## src/sdl_defs.svh

```systemverilog
// Constants for the single-wire debug serial link.
`ifndef SDL_DEFS_SVH
`define SDL_DEFS_SVH
`define SDL_CLK_PERIOD_NS 10
`define SDL_MIN_DIV 4
`define SDL_REC_DIV 8
`define SDL_MAX_DIV 512
`define SDL_BREAK_BITS 9
`define SDL_CHAR_BITS 10
`define SDL_DATA_BITS 8
`define SDL_ERR_BREAK_CHARS 4
`define SDL_ERR_BREAK_BITS (`SDL_ERR_BREAK_CHARS * `SDL_CHAR_BITS)
`define SDL_SYNC_LOW_BITS 8
`define SDL_SYNC_SHIFT 3
`define SDL_SYNC_CHAR 8'h80
`define SDL_CMD_EXEC 8'h12
`endif

```

## src/sdl_pkg.sv

```systemverilog
// Types and helpers for the single-wire debug serial link.
package sdl_pkg;
  typedef logic [7:0] sdl_byte_t;
  typedef logic [9:0] sdl_period_t;
  typedef logic [12:0] sdl_count_t;
  typedef enum logic [2:0] {
    ST_IDLE, ST_RX_START, ST_RX_DATA, ST_RX_STOP, ST_TX_BIT, ST_ERR_BREAK
  } sdl_state_t;
  typedef enum logic [1:0] {
    AB_WAIT_HIGH, AB_WAIT_LOW, AB_COUNT, AB_LOCKED
  } sdl_ab_state_t;
  // Scales a bit period by a number of bit times.
  function automatic sdl_count_t sdl_scale(input sdl_period_t per, input logic [3:0] bits);
    sdl_count_t prod;
    prod = 13'(per) * 13'(bits);
    return prod;
  endfunction
endpackage

```

## src/sdl_autobaud.sv

```systemverilog
// Auto-baud detector that measures the bit period from the sync character.
`timescale 1ns/1ps
`include "sdl_defs.svh"
module sdl_autobaud (
  // Clock and reset.
  input wire logic ref_clk,
  input wire logic rst_n,
  // Synchronised wire level and restart request.
  input wire logic pinLevel,
  input wire logic abClear,
  // Measured result.
  output sdl_pkg::sdl_period_t bitPeriod,
  output logic baudLocked
);
  import sdl_pkg::*;
  sdl_ab_state_t abState_reg, abState_next;
  sdl_count_t lowCnt_reg, lowCnt_next;
  sdl_period_t period_reg, period_next;
  wire sdl_period_t measured = lowCnt_reg[12:`SDL_SYNC_SHIFT];
  wire measOk = (measured >= 10'(`SDL_MIN_DIV)) && // [RULE_02]
    (measured <= 10'(`SDL_MAX_DIV)); // [RULE_01]
  wire lowSat = lowCnt_reg == 13'h1fff;

  always_comb begin
    abState_next = abState_reg;
    lowCnt_next = lowCnt_reg;
    period_next = period_reg;
    if (abClear) begin
      abState_next = AB_WAIT_HIGH;
    end else begin
      unique case (abState_reg)
        AB_WAIT_HIGH: if (pinLevel) abState_next = AB_WAIT_LOW;
        AB_WAIT_LOW: begin
          lowCnt_next = 13'h0001;
          if (!pinLevel) abState_next = AB_COUNT;
        end
        AB_COUNT: begin
          if (!pinLevel) begin
            if (!lowSat) lowCnt_next = lowCnt_reg + 13'h0001; // [RULE_13]
          end else if (measOk) begin
            period_next = measured; // [RULE_13]
            abState_next = AB_LOCKED;
          end else begin
            abState_next = AB_WAIT_LOW;
          end
        end
        AB_LOCKED: abState_next = AB_LOCKED;
      endcase
    end
  end

  always_ff @(posedge ref_clk or negedge rst_n) begin
    if (!rst_n) begin
      abState_reg <= AB_WAIT_HIGH;
      lowCnt_reg <= 13'h0000;
      period_reg <= 10'(`SDL_REC_DIV);
    end else begin
      abState_reg <= abState_next;
      lowCnt_reg <= lowCnt_next;
      period_reg <= period_next;
    end
  end

  assign bitPeriod = period_reg;
  assign baudLocked = abState_reg == AB_LOCKED;

  period_range_a: assert property (@(posedge ref_clk) disable iff (!rst_n) // [RULE_01]
    baudLocked |-> (bitPeriod >= 10'(`SDL_MIN_DIV)) && (bitPeriod <= 10'(`SDL_MAX_DIV)))
    else $error("Locked bit period out of range.");
  baud_clear_a: assert property (@(posedge ref_clk) disable iff (!rst_n) // [RULE_03]
    abClear |=> !baudLocked [*2])
    else $error("Auto-baud stayed locked after a clear.");
endmodule // sdl_autobaud

```

## src/sdl_link_top.sv

```systemverilog
// Serial front end of the on-chip debug unit on one open-drain wire.
// Behaviour
// [RULE_01] Auto-baud runs on system clock, bit periods up to 512 clocks.
// [RULE_02] Link rate at most clock/8 advised; clock/4 is the hard floor.
// [RULE_03] Nine or more low bit times is a break; auto-baud restarts.
// [RULE_04] Host sends 80H after a break so the period can be measured.
// [RULE_05] Break, low stop bit and transmit collision are flagged as errors.
// [RULE_06] Any error aborts the command, returns a four-character break, resets baud.
// [RULE_07] Host sends a break on first connection and on error recovery.
// [RULE_08] A break leaves the halt state bit untouched.
// [RULE_09] Debug unit stays in reset until the wire returns high after a break.
// [RULE_10] Both ends drive open-drain; the wire is a wired-AND.
// [RULE_11] Execute-opcode outside halt or under protection discards one byte.
// [RULE_12] Halt state bit stops core fetching; clearing it resumes execution.
// [RULE_13] Bit period comes from counting clocks over the 80H low interval.
`timescale 1ns/1ps
`include "sdl_defs.svh"
module sdl_link_top (
  // Clock and reset.
  input wire logic ref_clk,
  input wire logic rst_n,
  // Debug wire pin.
  input wire logic debugWirePinIn,
  output logic debugWirePinOut,
  output logic debugWirePinOe,
  // Received bytes toward the command engine.
  output sdl_pkg::sdl_byte_t rxData,
  output logic rxValid,
  input wire logic cmdExpect,
  // Bytes to send to the host.
  input wire sdl_pkg::sdl_byte_t txData,
  input wire logic txValid,
  output logic txReady,
  // Halt control.
  input wire logic haltSetReq,
  input wire logic haltClrReq,
  input wire logic readProtect,
  output logic haltStateBit,
  output logic coreFetchEn,
  // Link status.
  output logic onchipDebugReset,
  output logic cmdAbort,
  output logic errBreak,
  output logic errFrame,
  output logic errCollision,
  output logic baudLocked,
  output sdl_pkg::sdl_period_t bitPeriod
);
  import sdl_pkg::*;
  logic pinMeta_reg, pinSync_reg;
  sdl_state_t state_reg, state_next;
  sdl_period_t perCnt_reg, perCnt_next;
  logic [5:0] bitCnt_reg, bitCnt_next;
  logic [9:0] shift_reg, shift_next;
  sdl_count_t lowCnt_reg;
  logic discard_reg, breakHeld_reg, halt_reg;
  sdl_byte_t rxData_reg;
  logic rxValid_reg, errBreak_reg, errFrame_reg, errCol_reg, abort_reg;
  logic abClear;

  always_ff @(posedge ref_clk or negedge rst_n) begin
    if (!rst_n) begin
      pinMeta_reg <= 1'b1;
      pinSync_reg <= 1'b1;
    end else begin
      pinMeta_reg <= debugWirePinIn;
      pinSync_reg <= pinMeta_reg;
    end
  end
  wire pinLevel = pinSync_reg;

  sdl_autobaud u_autobaud (
    .ref_clk(ref_clk),
    .rst_n(rst_n),
    .pinLevel(pinLevel),
    .abClear(abClear),
    .bitPeriod(bitPeriod),
    .baudLocked(baudLocked)
  );

  // Timing and decode terms.
  wire inErr = state_reg == ST_ERR_BREAK;
  wire inTx = state_reg == ST_TX_BIT;
  wire driveLow = inErr | (inTx & ~shift_reg[0]);
  wire perDone = perCnt_reg == 10'h000;
  wire sdl_period_t halfPer = {1'b0, bitPeriod[9:1]};
  wire sdl_period_t perLoad = bitPeriod - 10'h001;
  wire sdl_count_t breakLimit = sdl_scale(bitPeriod, 4'(`SDL_BREAK_BITS));
  wire brkDet = baudLocked & (lowCnt_reg == breakLimit) & ~inErr; // [RULE_03]
  wire frmDet = (state_reg == ST_RX_STOP) & perDone & ~pinLevel; // [RULE_05]
  wire colDet = inTx & shift_reg[0] & (perCnt_reg == halfPer) & ~pinLevel; // [RULE_05]
  wire errAny = brkDet | frmDet | colDet;
  wire byteDone = (state_reg == ST_RX_STOP) & perDone & pinLevel;
  wire sdl_byte_t rxByte = shift_reg[9:2];
  wire isExec = rxByte == `SDL_CMD_EXEC;
  wire execRefused = ~halt_reg | readProtect;
  wire linkFree = (state_reg == ST_IDLE) & baudLocked & ~breakHeld_reg;
  wire rxStart = linkFree & ~pinLevel;
  wire txStart = linkFree & pinLevel & txValid;
  wire errBrkDone = inErr & perDone & (bitCnt_reg == 6'(`SDL_ERR_BREAK_BITS - 1));
  assign abClear = errBrkDone; // [RULE_06]

  always_comb begin
    state_next = state_reg;
    perCnt_next = perDone ? perLoad : perCnt_reg - 10'h001;
    bitCnt_next = bitCnt_reg;
    shift_next = shift_reg;
    if (errAny) begin
      state_next = ST_ERR_BREAK; // [RULE_06]
      perCnt_next = perLoad;
      bitCnt_next = 6'h00;
    end else begin
      unique case (state_reg)
        ST_IDLE: begin
          perCnt_next = halfPer;
          bitCnt_next = 6'h00;
          if (rxStart) begin
            state_next = ST_RX_START;
          end else if (txStart) begin
            state_next = ST_TX_BIT;
            perCnt_next = perLoad;
            shift_next = {1'b1, txData, 1'b0};
          end
        end
        ST_RX_START: begin
          if (perDone) state_next = pinLevel ? ST_IDLE : ST_RX_DATA;
        end
        ST_RX_DATA: begin
          if (perDone) begin
            shift_next = {pinLevel, shift_reg[9:1]};
            bitCnt_next = bitCnt_reg + 6'h01;
            if (bitCnt_reg == 6'(`SDL_DATA_BITS - 1)) state_next = ST_RX_STOP;
          end
        end
        ST_RX_STOP: begin
          if (perDone) state_next = ST_IDLE;
        end
        ST_TX_BIT: begin
          if (perDone) begin
            shift_next = {1'b1, shift_reg[9:1]};
            bitCnt_next = bitCnt_reg + 6'h01;
            if (bitCnt_reg == 6'(`SDL_CHAR_BITS - 1)) state_next = ST_IDLE;
          end
        end
        ST_ERR_BREAK: begin
          if (perDone) begin
            bitCnt_next = bitCnt_reg + 6'h01;
            if (errBrkDone) state_next = ST_IDLE;
          end
        end
      endcase
    end
  end

  wire discardNext = byteDone & ~discard_reg & cmdExpect & isExec & execRefused;
  wire discardDone = (byteDone & discard_reg) | errAny;
  wire haltNext = haltSetReq | (halt_reg & ~(haltClrReq & ~readProtect));
  wire breakHeldNext = brkDet | (breakHeld_reg & ~(pinLevel & ~inErr));
  wire lowCount = ~pinLevel & ~driveLow;
  wire lowSat = lowCnt_reg == 13'h1fff;

  always_ff @(posedge ref_clk or negedge rst_n) begin
    if (!rst_n) begin
      state_reg <= ST_IDLE;
      perCnt_reg <= 10'h000;
      bitCnt_reg <= 6'h00;
      shift_reg <= 10'h3ff;
    end else begin
      state_reg <= state_next;
      perCnt_reg <= perCnt_next;
      bitCnt_reg <= bitCnt_next;
      shift_reg <= shift_next;
    end
  end

  always_ff @(posedge ref_clk or negedge rst_n) begin
    if (!rst_n) begin
      lowCnt_reg <= 13'h0000;
    end else if (!lowCount) begin
      lowCnt_reg <= 13'h0000;
    end else if (!lowSat) begin
      lowCnt_reg <= lowCnt_reg + 13'h0001;
    end
  end

  always_ff @(posedge ref_clk or negedge rst_n) begin
    if (!rst_n) begin
      discard_reg <= 1'b0;
      breakHeld_reg <= 1'b0;
      halt_reg <= 1'b0;
    end else begin
      discard_reg <= discardNext | (discard_reg & ~discardDone); // [RULE_11]
      breakHeld_reg <= breakHeldNext; // [RULE_09]
      halt_reg <= haltNext; // [RULE_08]
    end
  end

  always_ff @(posedge ref_clk or negedge rst_n) begin
    if (!rst_n) begin
      rxData_reg <= 8'h00;
      rxValid_reg <= 1'b0;
    end else begin
      rxValid_reg <= byteDone & ~discard_reg; // [RULE_11]
      if (byteDone) rxData_reg <= rxByte;
    end
  end

  always_ff @(posedge ref_clk or negedge rst_n) begin
    if (!rst_n) begin
      errBreak_reg <= 1'b0;
      errFrame_reg <= 1'b0;
      errCol_reg <= 1'b0;
      abort_reg <= 1'b0;
    end else begin
      errBreak_reg <= brkDet;
      errFrame_reg <= frmDet;
      errCol_reg <= colDet;
      abort_reg <= errAny; // [RULE_06]
    end
  end

  // Open-drain drive: the pin is only ever pulled low.
  assign debugWirePinOut = 1'b0; // [RULE_10]
  assign debugWirePinOe = driveLow; // [RULE_10]
  assign rxData = rxData_reg;
  assign rxValid = rxValid_reg;
  assign txReady = linkFree & pinLevel;
  assign haltStateBit = halt_reg;
  assign coreFetchEn = ~halt_reg; // [RULE_12]
  assign onchipDebugReset = breakHeld_reg;
  assign cmdAbort = abort_reg;
  assign errBreak = errBreak_reg;
  assign errFrame = errFrame_reg;
  assign errCollision = errCol_reg;

  break_response_a: assert property (@(posedge ref_clk) disable iff (!rst_n) // [RULE_03]
    brkDet |=> inErr && debugWirePinOe && errBreak && onchipDebugReset)
    else $error("Break not answered with a returned break.");
  frame_error_a: assert property (@(posedge ref_clk) disable iff (!rst_n) // [RULE_05]
    (state_reg == ST_RX_STOP && perDone && !pinLevel) |=> errFrame && cmdAbort && inErr)
    else $error("Low stop bit not flagged.");
  collision_flag_a: assert property (@(posedge ref_clk) disable iff (!rst_n) // [RULE_05]
    (inTx && shift_reg[0] && perCnt_reg == halfPer && !pinLevel) |=> errCollision && inErr)
    else $error("Collision not flagged.");
  err_break_hold_a: assert property (@(posedge ref_clk) disable iff (!rst_n) // [RULE_06]
    $rose(inErr) |-> debugWirePinOe [*8])
    else $error("Returned break shorter than expected.");
  err_break_end_a: assert property (@(posedge ref_clk) disable iff (!rst_n) // [RULE_06]
    errBrkDone |=> !baudLocked && !debugWirePinOe)
    else $error("Auto-baud not reset after returned break.");
  halt_kept_a: assert property (@(posedge ref_clk) disable iff (!rst_n) // [RULE_08]
    (!haltSetReq && !haltClrReq) |=> haltStateBit == $past(haltStateBit))
    else $error("Halt state bit changed without a request.");
  reset_hold_a: assert property (@(posedge ref_clk) disable iff (!rst_n) // [RULE_09]
    (onchipDebugReset && !pinLevel) |=> onchipDebugReset)
    else $error("Debug reset released while wire low.");
  reset_release_a: assert property (@(posedge ref_clk) disable iff (!rst_n) // [RULE_09]
    (onchipDebugReset && pinLevel && !inErr && !brkDet) |=> !onchipDebugReset)
    else $error("Debug reset held after wire went high.");
  wire_and_a: assert property (@(posedge ref_clk) disable iff (!rst_n) // [RULE_10]
    debugWirePinOe [*3] |-> !pinLevel)
    else $error("Driven wire not seen low.");
  exec_discard_a: assert property (@(posedge ref_clk) disable iff (!rst_n) // [RULE_11]
    (byteDone && discard_reg) |=> !rxValid && !discard_reg)
    else $error("Discarded byte was delivered.");
  fetch_stop_a: assert property (@(posedge ref_clk) disable iff (!rst_n) // [RULE_12]
    haltSetReq |=> !coreFetchEn)
    else $error("Core still fetching after halt.");
endmodule // sdl_link_top

```

## config.mk

```make
export PLATFORM = sky130hd
export DESIGN_NAME = sdl_link_top
export DESIGN_NICKNAME = d
export VERILOG_FILES = /design/src/sdl_pkg.sv /design/src/sdl_autobaud.sv /design/src/sdl_link_top.sv
export VERILOG_INCLUDE_DIRS = /design/src
export SDC_FILE = /design/constraint.sdc
export NUM_CORES = 1
export LEC_CHECK = 0
export ABC_AREA = 0
export BUFFER_PORTS_ARGS = -buffer_cell sky130_fd_sc_hd__buf_4
export CAP_MARGIN = 30
export CORE_UTILIZATION = 49
export CTS_CLUSTER_DIAMETER = 60
export DETAILED_ROUTE_END_ITERATION = 12
export PLACE_DENSITY = 0.76
export SLEW_MARGIN = 20
export SYNTH_ARGS = -nofsm -noshare
export SYNTH_HDL_FRONTEND = slang
export SYNTH_SLANG_ARGS = --single-unit
```

## constraint.sdc

```tcl
create_clock -name ref_clk -period 3.5 [get_ports ref_clk]
set_input_delay 0.525 -clock ref_clk [delete_from_list [all_inputs] [get_ports ref_clk]]
set_output_delay 0.525 -clock ref_clk [all_outputs]
set_load 0.02 [all_outputs]
```

==> results.py <==
metrics = {
    "routing": {
        "postRouteAntennaNets": 0,
        "drt_pass1_iterations": 4,
        "vias_per_cell": 5.848,
        "drt-initial-drc-count": 276,
        "remaining_drc_errors": 0,
        "wire_per_inst_um": 16.68,
        "vias": 4269,
        "wirelength_um": 12180,
    },
    "sta": {
        "worst_hold_slack_ns": 0.1029,
        "tightest_slew_ns": 0.9438,
        "setup_viol": 0,
        "max_freq_ghz": 0.2932,
        "hold_violations": 0,
        "skew_ns": 0.01204,
        "final-max-slew-violation-count": 0,
        "timing.max_slew.rel_slack": 0.3708,
        "post-route-period-util": 0.9744,
        "finalCriticalPeriod_ns": 3.410,
    },
    "cells_and_area": {
        "layout_commonest_cell": "dfrtp_1",
        "layout_common_cells": "71 x dfrtp_1, 65 x buf_4, 57 x nor2_1, 40 x nand2_1, 33 x o21ai_0",
        "nNetsFinal": 626,
        "layout-drive-gt1-share": 0.2424,
        "n_fill_cell": 886,
        "area_delta_synth_final_pct": 17.06,
        "fin_util": 0.5873,
        "layout.cells.non_filler": 730,
        "antenna_cells": 0,
    },
    "clock_network": {
        "path_clk_slew_ns": 0.09,
        "cts_tree": "built",
        "numCtsBuffers": 9,
        "cts.path.max_buffers": 2,
        "clock-root-buffer": "clkbuf_8",
        "insertion_delay_ns": 0.36,
        "cts.sinks": 85,
        "h-tree-depth": 3,
    },
    "synth": {
        "synthFlopType": "dfrtp_1",
        "synth_area_mm2": 0.005156,
        "synth.ff_latch_count": 85,
        "avgSynthCellArea_um2": 9.766,
        "yosys_warnings": 0,
        "syn_nets": 565,
        "synth_edf_count": 0,
        "synthArstFlopShare": 1.000,
        "seq_area_frac_synth": 0.4157,
        "netlist_instances": 528,
        "synth.distinct_cells": 61,
    },
    "power": {
        "switching_power_uw": 994.7,
        "intPower_uw": 1992,
        "power_leakage_uw": 0.002830,
        "combPwrFrac": 0.293,
        "clkPwrFrac": 0.282,
        "pwr-share-seq": 0.424,
        "power.density_mw_per_mm2": 494.9,
        "switching_share": 0.3330,
        "p_total_uw": 2987,
        "peakVddDrop_uv": 231.8,
    },
    "critical_path": {
        "crit_type": "flop to flop",
        "arrival_ns": 3.68,
        "critPathMaxFanout": 8,
        "crit_required_ns": 3.77,
        "start_kind": "flop",
        "endpoint_kind": "flop",
    },
    "flow_run": {
        "timing.max_cap.violations": 0,
    },
    "floorplanning": {
        "core_mm2": 0.01028,
        "dieWidth_um": 104.6,
        "die_y_um": 104.6,
        "pin_count": 46,
        "rows": 37,
        "die_area_mm2": 0.01094,
        "start_util": 0.5017,
    },
    "global_routing": {
        "grtUsageTotal": 0.2291,
        "grt_pass1_vias": 4014,
        "grt_pass1_wl_um": 19910,
        "grt_max_degree": 37,
        "grt.overflow.total": 0,
        "antenna_found_initial": 0,
    },
    "outcome": {
        "status": "complete, no violations",
    },
    "worst_hold_path": {
        "hold_path.class": "input port to asynchronous set/reset pin",
    },
    "placed_design": {
        "portBuffers": 44,
        "dp.cells": 713,
        "place.gp.congestion": 0.8786,
        "hpwlAfterDp_um": 8737,
    },
}
-- layout make-up --
class,count,area (um^2),area share
Clock buffer,11,131.4,0.02177
Sequential cell,85,2145,0.3553
Multi-Input combinational cell,411,2914,0.4828
Inverter,16,60.06,0.009950
Clock inverter,5,107.6,0.01783
Timing Repair Buffer,66,508.0,0.08416
Tap cell,136,170.2,0.02819
-- path summary, 6_finish.rpt --
| kind | startpoint | endpoint | slack [ns] | cells after the start |
|---|---|---|---|---|
| max in group asynchronous | rst_n | u_autobaud.bitPeriod[3] | 2.64 | 2 |
| max reg2reg | u_autobaud.bitPeriod[4] | perCnt_reg[0] | 0.09 | 13 |
| min | rst_n | rxData[2] | 0.10 | 1 |
| min in group ref_clk | debugWirePinIn | pinMeta_reg | 0.27 | 1 |
| min reg2reg | pinMeta_reg | pinLevel | 0.36 | 0 |
| max | u_autobaud.bitPeriod[4] | perCnt_reg[0] | 0.09 | 13 |
-- cell usage after synthesis, types with 4 or more instances --
master | n | area (um^2)
dfrtp_1 | 72 | 1802
nor2_1 | 57 | 214.0
nand2_1 | 40 | 150.1
o21ai_0 | 33 | 165.2
xnor2_1 | 28 | 245.2
a21oi_1 | 25 | 125.1
mux2_2 | 24 | 270.3
xor2_1 | 22 | 192.7
ha_1 | 20 | 250.2
inv_1 | 16 | 60.06
nor3_1 | 16 | 80.08
and3_1 | 14 | 87.58
clkbuf_1 | 13 | 48.80
dfstp_2 | 13 | 341.6
nand4_1 | 10 | 62.56
mux2_4 | 9 | 135.1
nand3_1 | 9 | 45.04
or3_1 | 8 | 50.05
mux2i_1 | 7 | 70.07
o22ai_1 | 7 | 43.79
a22oi_1 | 6 | 45.04
a31oi_1 | 6 | 37.54
nand2b_1 | 5 | 31.28
nor2b_1 | 5 | 31.28
nor4_1 | 5 | 31.28
o31ai_1 | 5 | 37.54
a21o_1 | 4 | 30.03
nand3b_1 | 4 | 30.03
nand4b_1 | 4 | 35.03
o21ai_1 | 4 | 20.02
-- per-stage QoR --
| stage | TNS (ns) | setup slack (ns) | area (um^2) |
|---|---|---|---|
| floorplan | 0 | 0.01770 | 5157 |
| global route | -0.04774 | -0.01948 | 6036 |
| finish | 0 | 0.08973 | 6036 |
| CTS | 0 | 0.05802 | 5982 |
| global placement | 0 | 0.1338 | 5743 |
| detailed placement | 0 | 0.08007 | 5743 |
-- what timing repair did --
item	4_1_cts	5_1_grt
setup endpoints to repair	0	18
gates resized for setup	0	6
hold buffers	0	0
buffers inserted	0	2
-- kinds of logic (layout without fill, tap and decap cells) --
kind of cell,Yosys count,in the layout,synth area share
AOI/OAI and AO/OA,108,108,0.1332
xor gates and xnor gates,50,50,0.08493
adders and majority gates,21,21,0.05241
buffers and inverters,32,98,0.02572
DFF,85,85,0.4157
muxes,40,40,0.09221
other,1,1,0.0007273
and+or+nand+nor,191,191,0.1951
-- worst max-delay path, stage by stage (launching register included) --
cell	delay, ns
dfrtp_2	0.41
ha_1	0.28
ha_2	0.18
inv_1	0.05
fa_1	0.49
xnor2_2	0.16
nor4_2	0.13
nand4_1	0.11
or4_4	0.56
nor4_4	0.35
buf_4	0.22
a2111oi_2	0.04
buf_4	0.20
o22ai_2	0.16
-- metal layers --
layer | routed length [um] | track usage
met5 | 0 | 0
met4 | 291 | 0.09054
met3 | 551 | 0.02558
met2 | 5829 | 0.3642
met1 | 5505 | 0.3214
-- power by group through the flow --
stage	registers [uW]	logic, uW	clock network (uW)
6_report	1270	876	843
5_1_grt	1280	955	903
4_1_cts	1260	844	848
3_5_place_dp	1280	837	0
3_3_place_gp	1270	815	0
2_1_floorplan	1240	600	0
(Power assumes the default switching activity.)
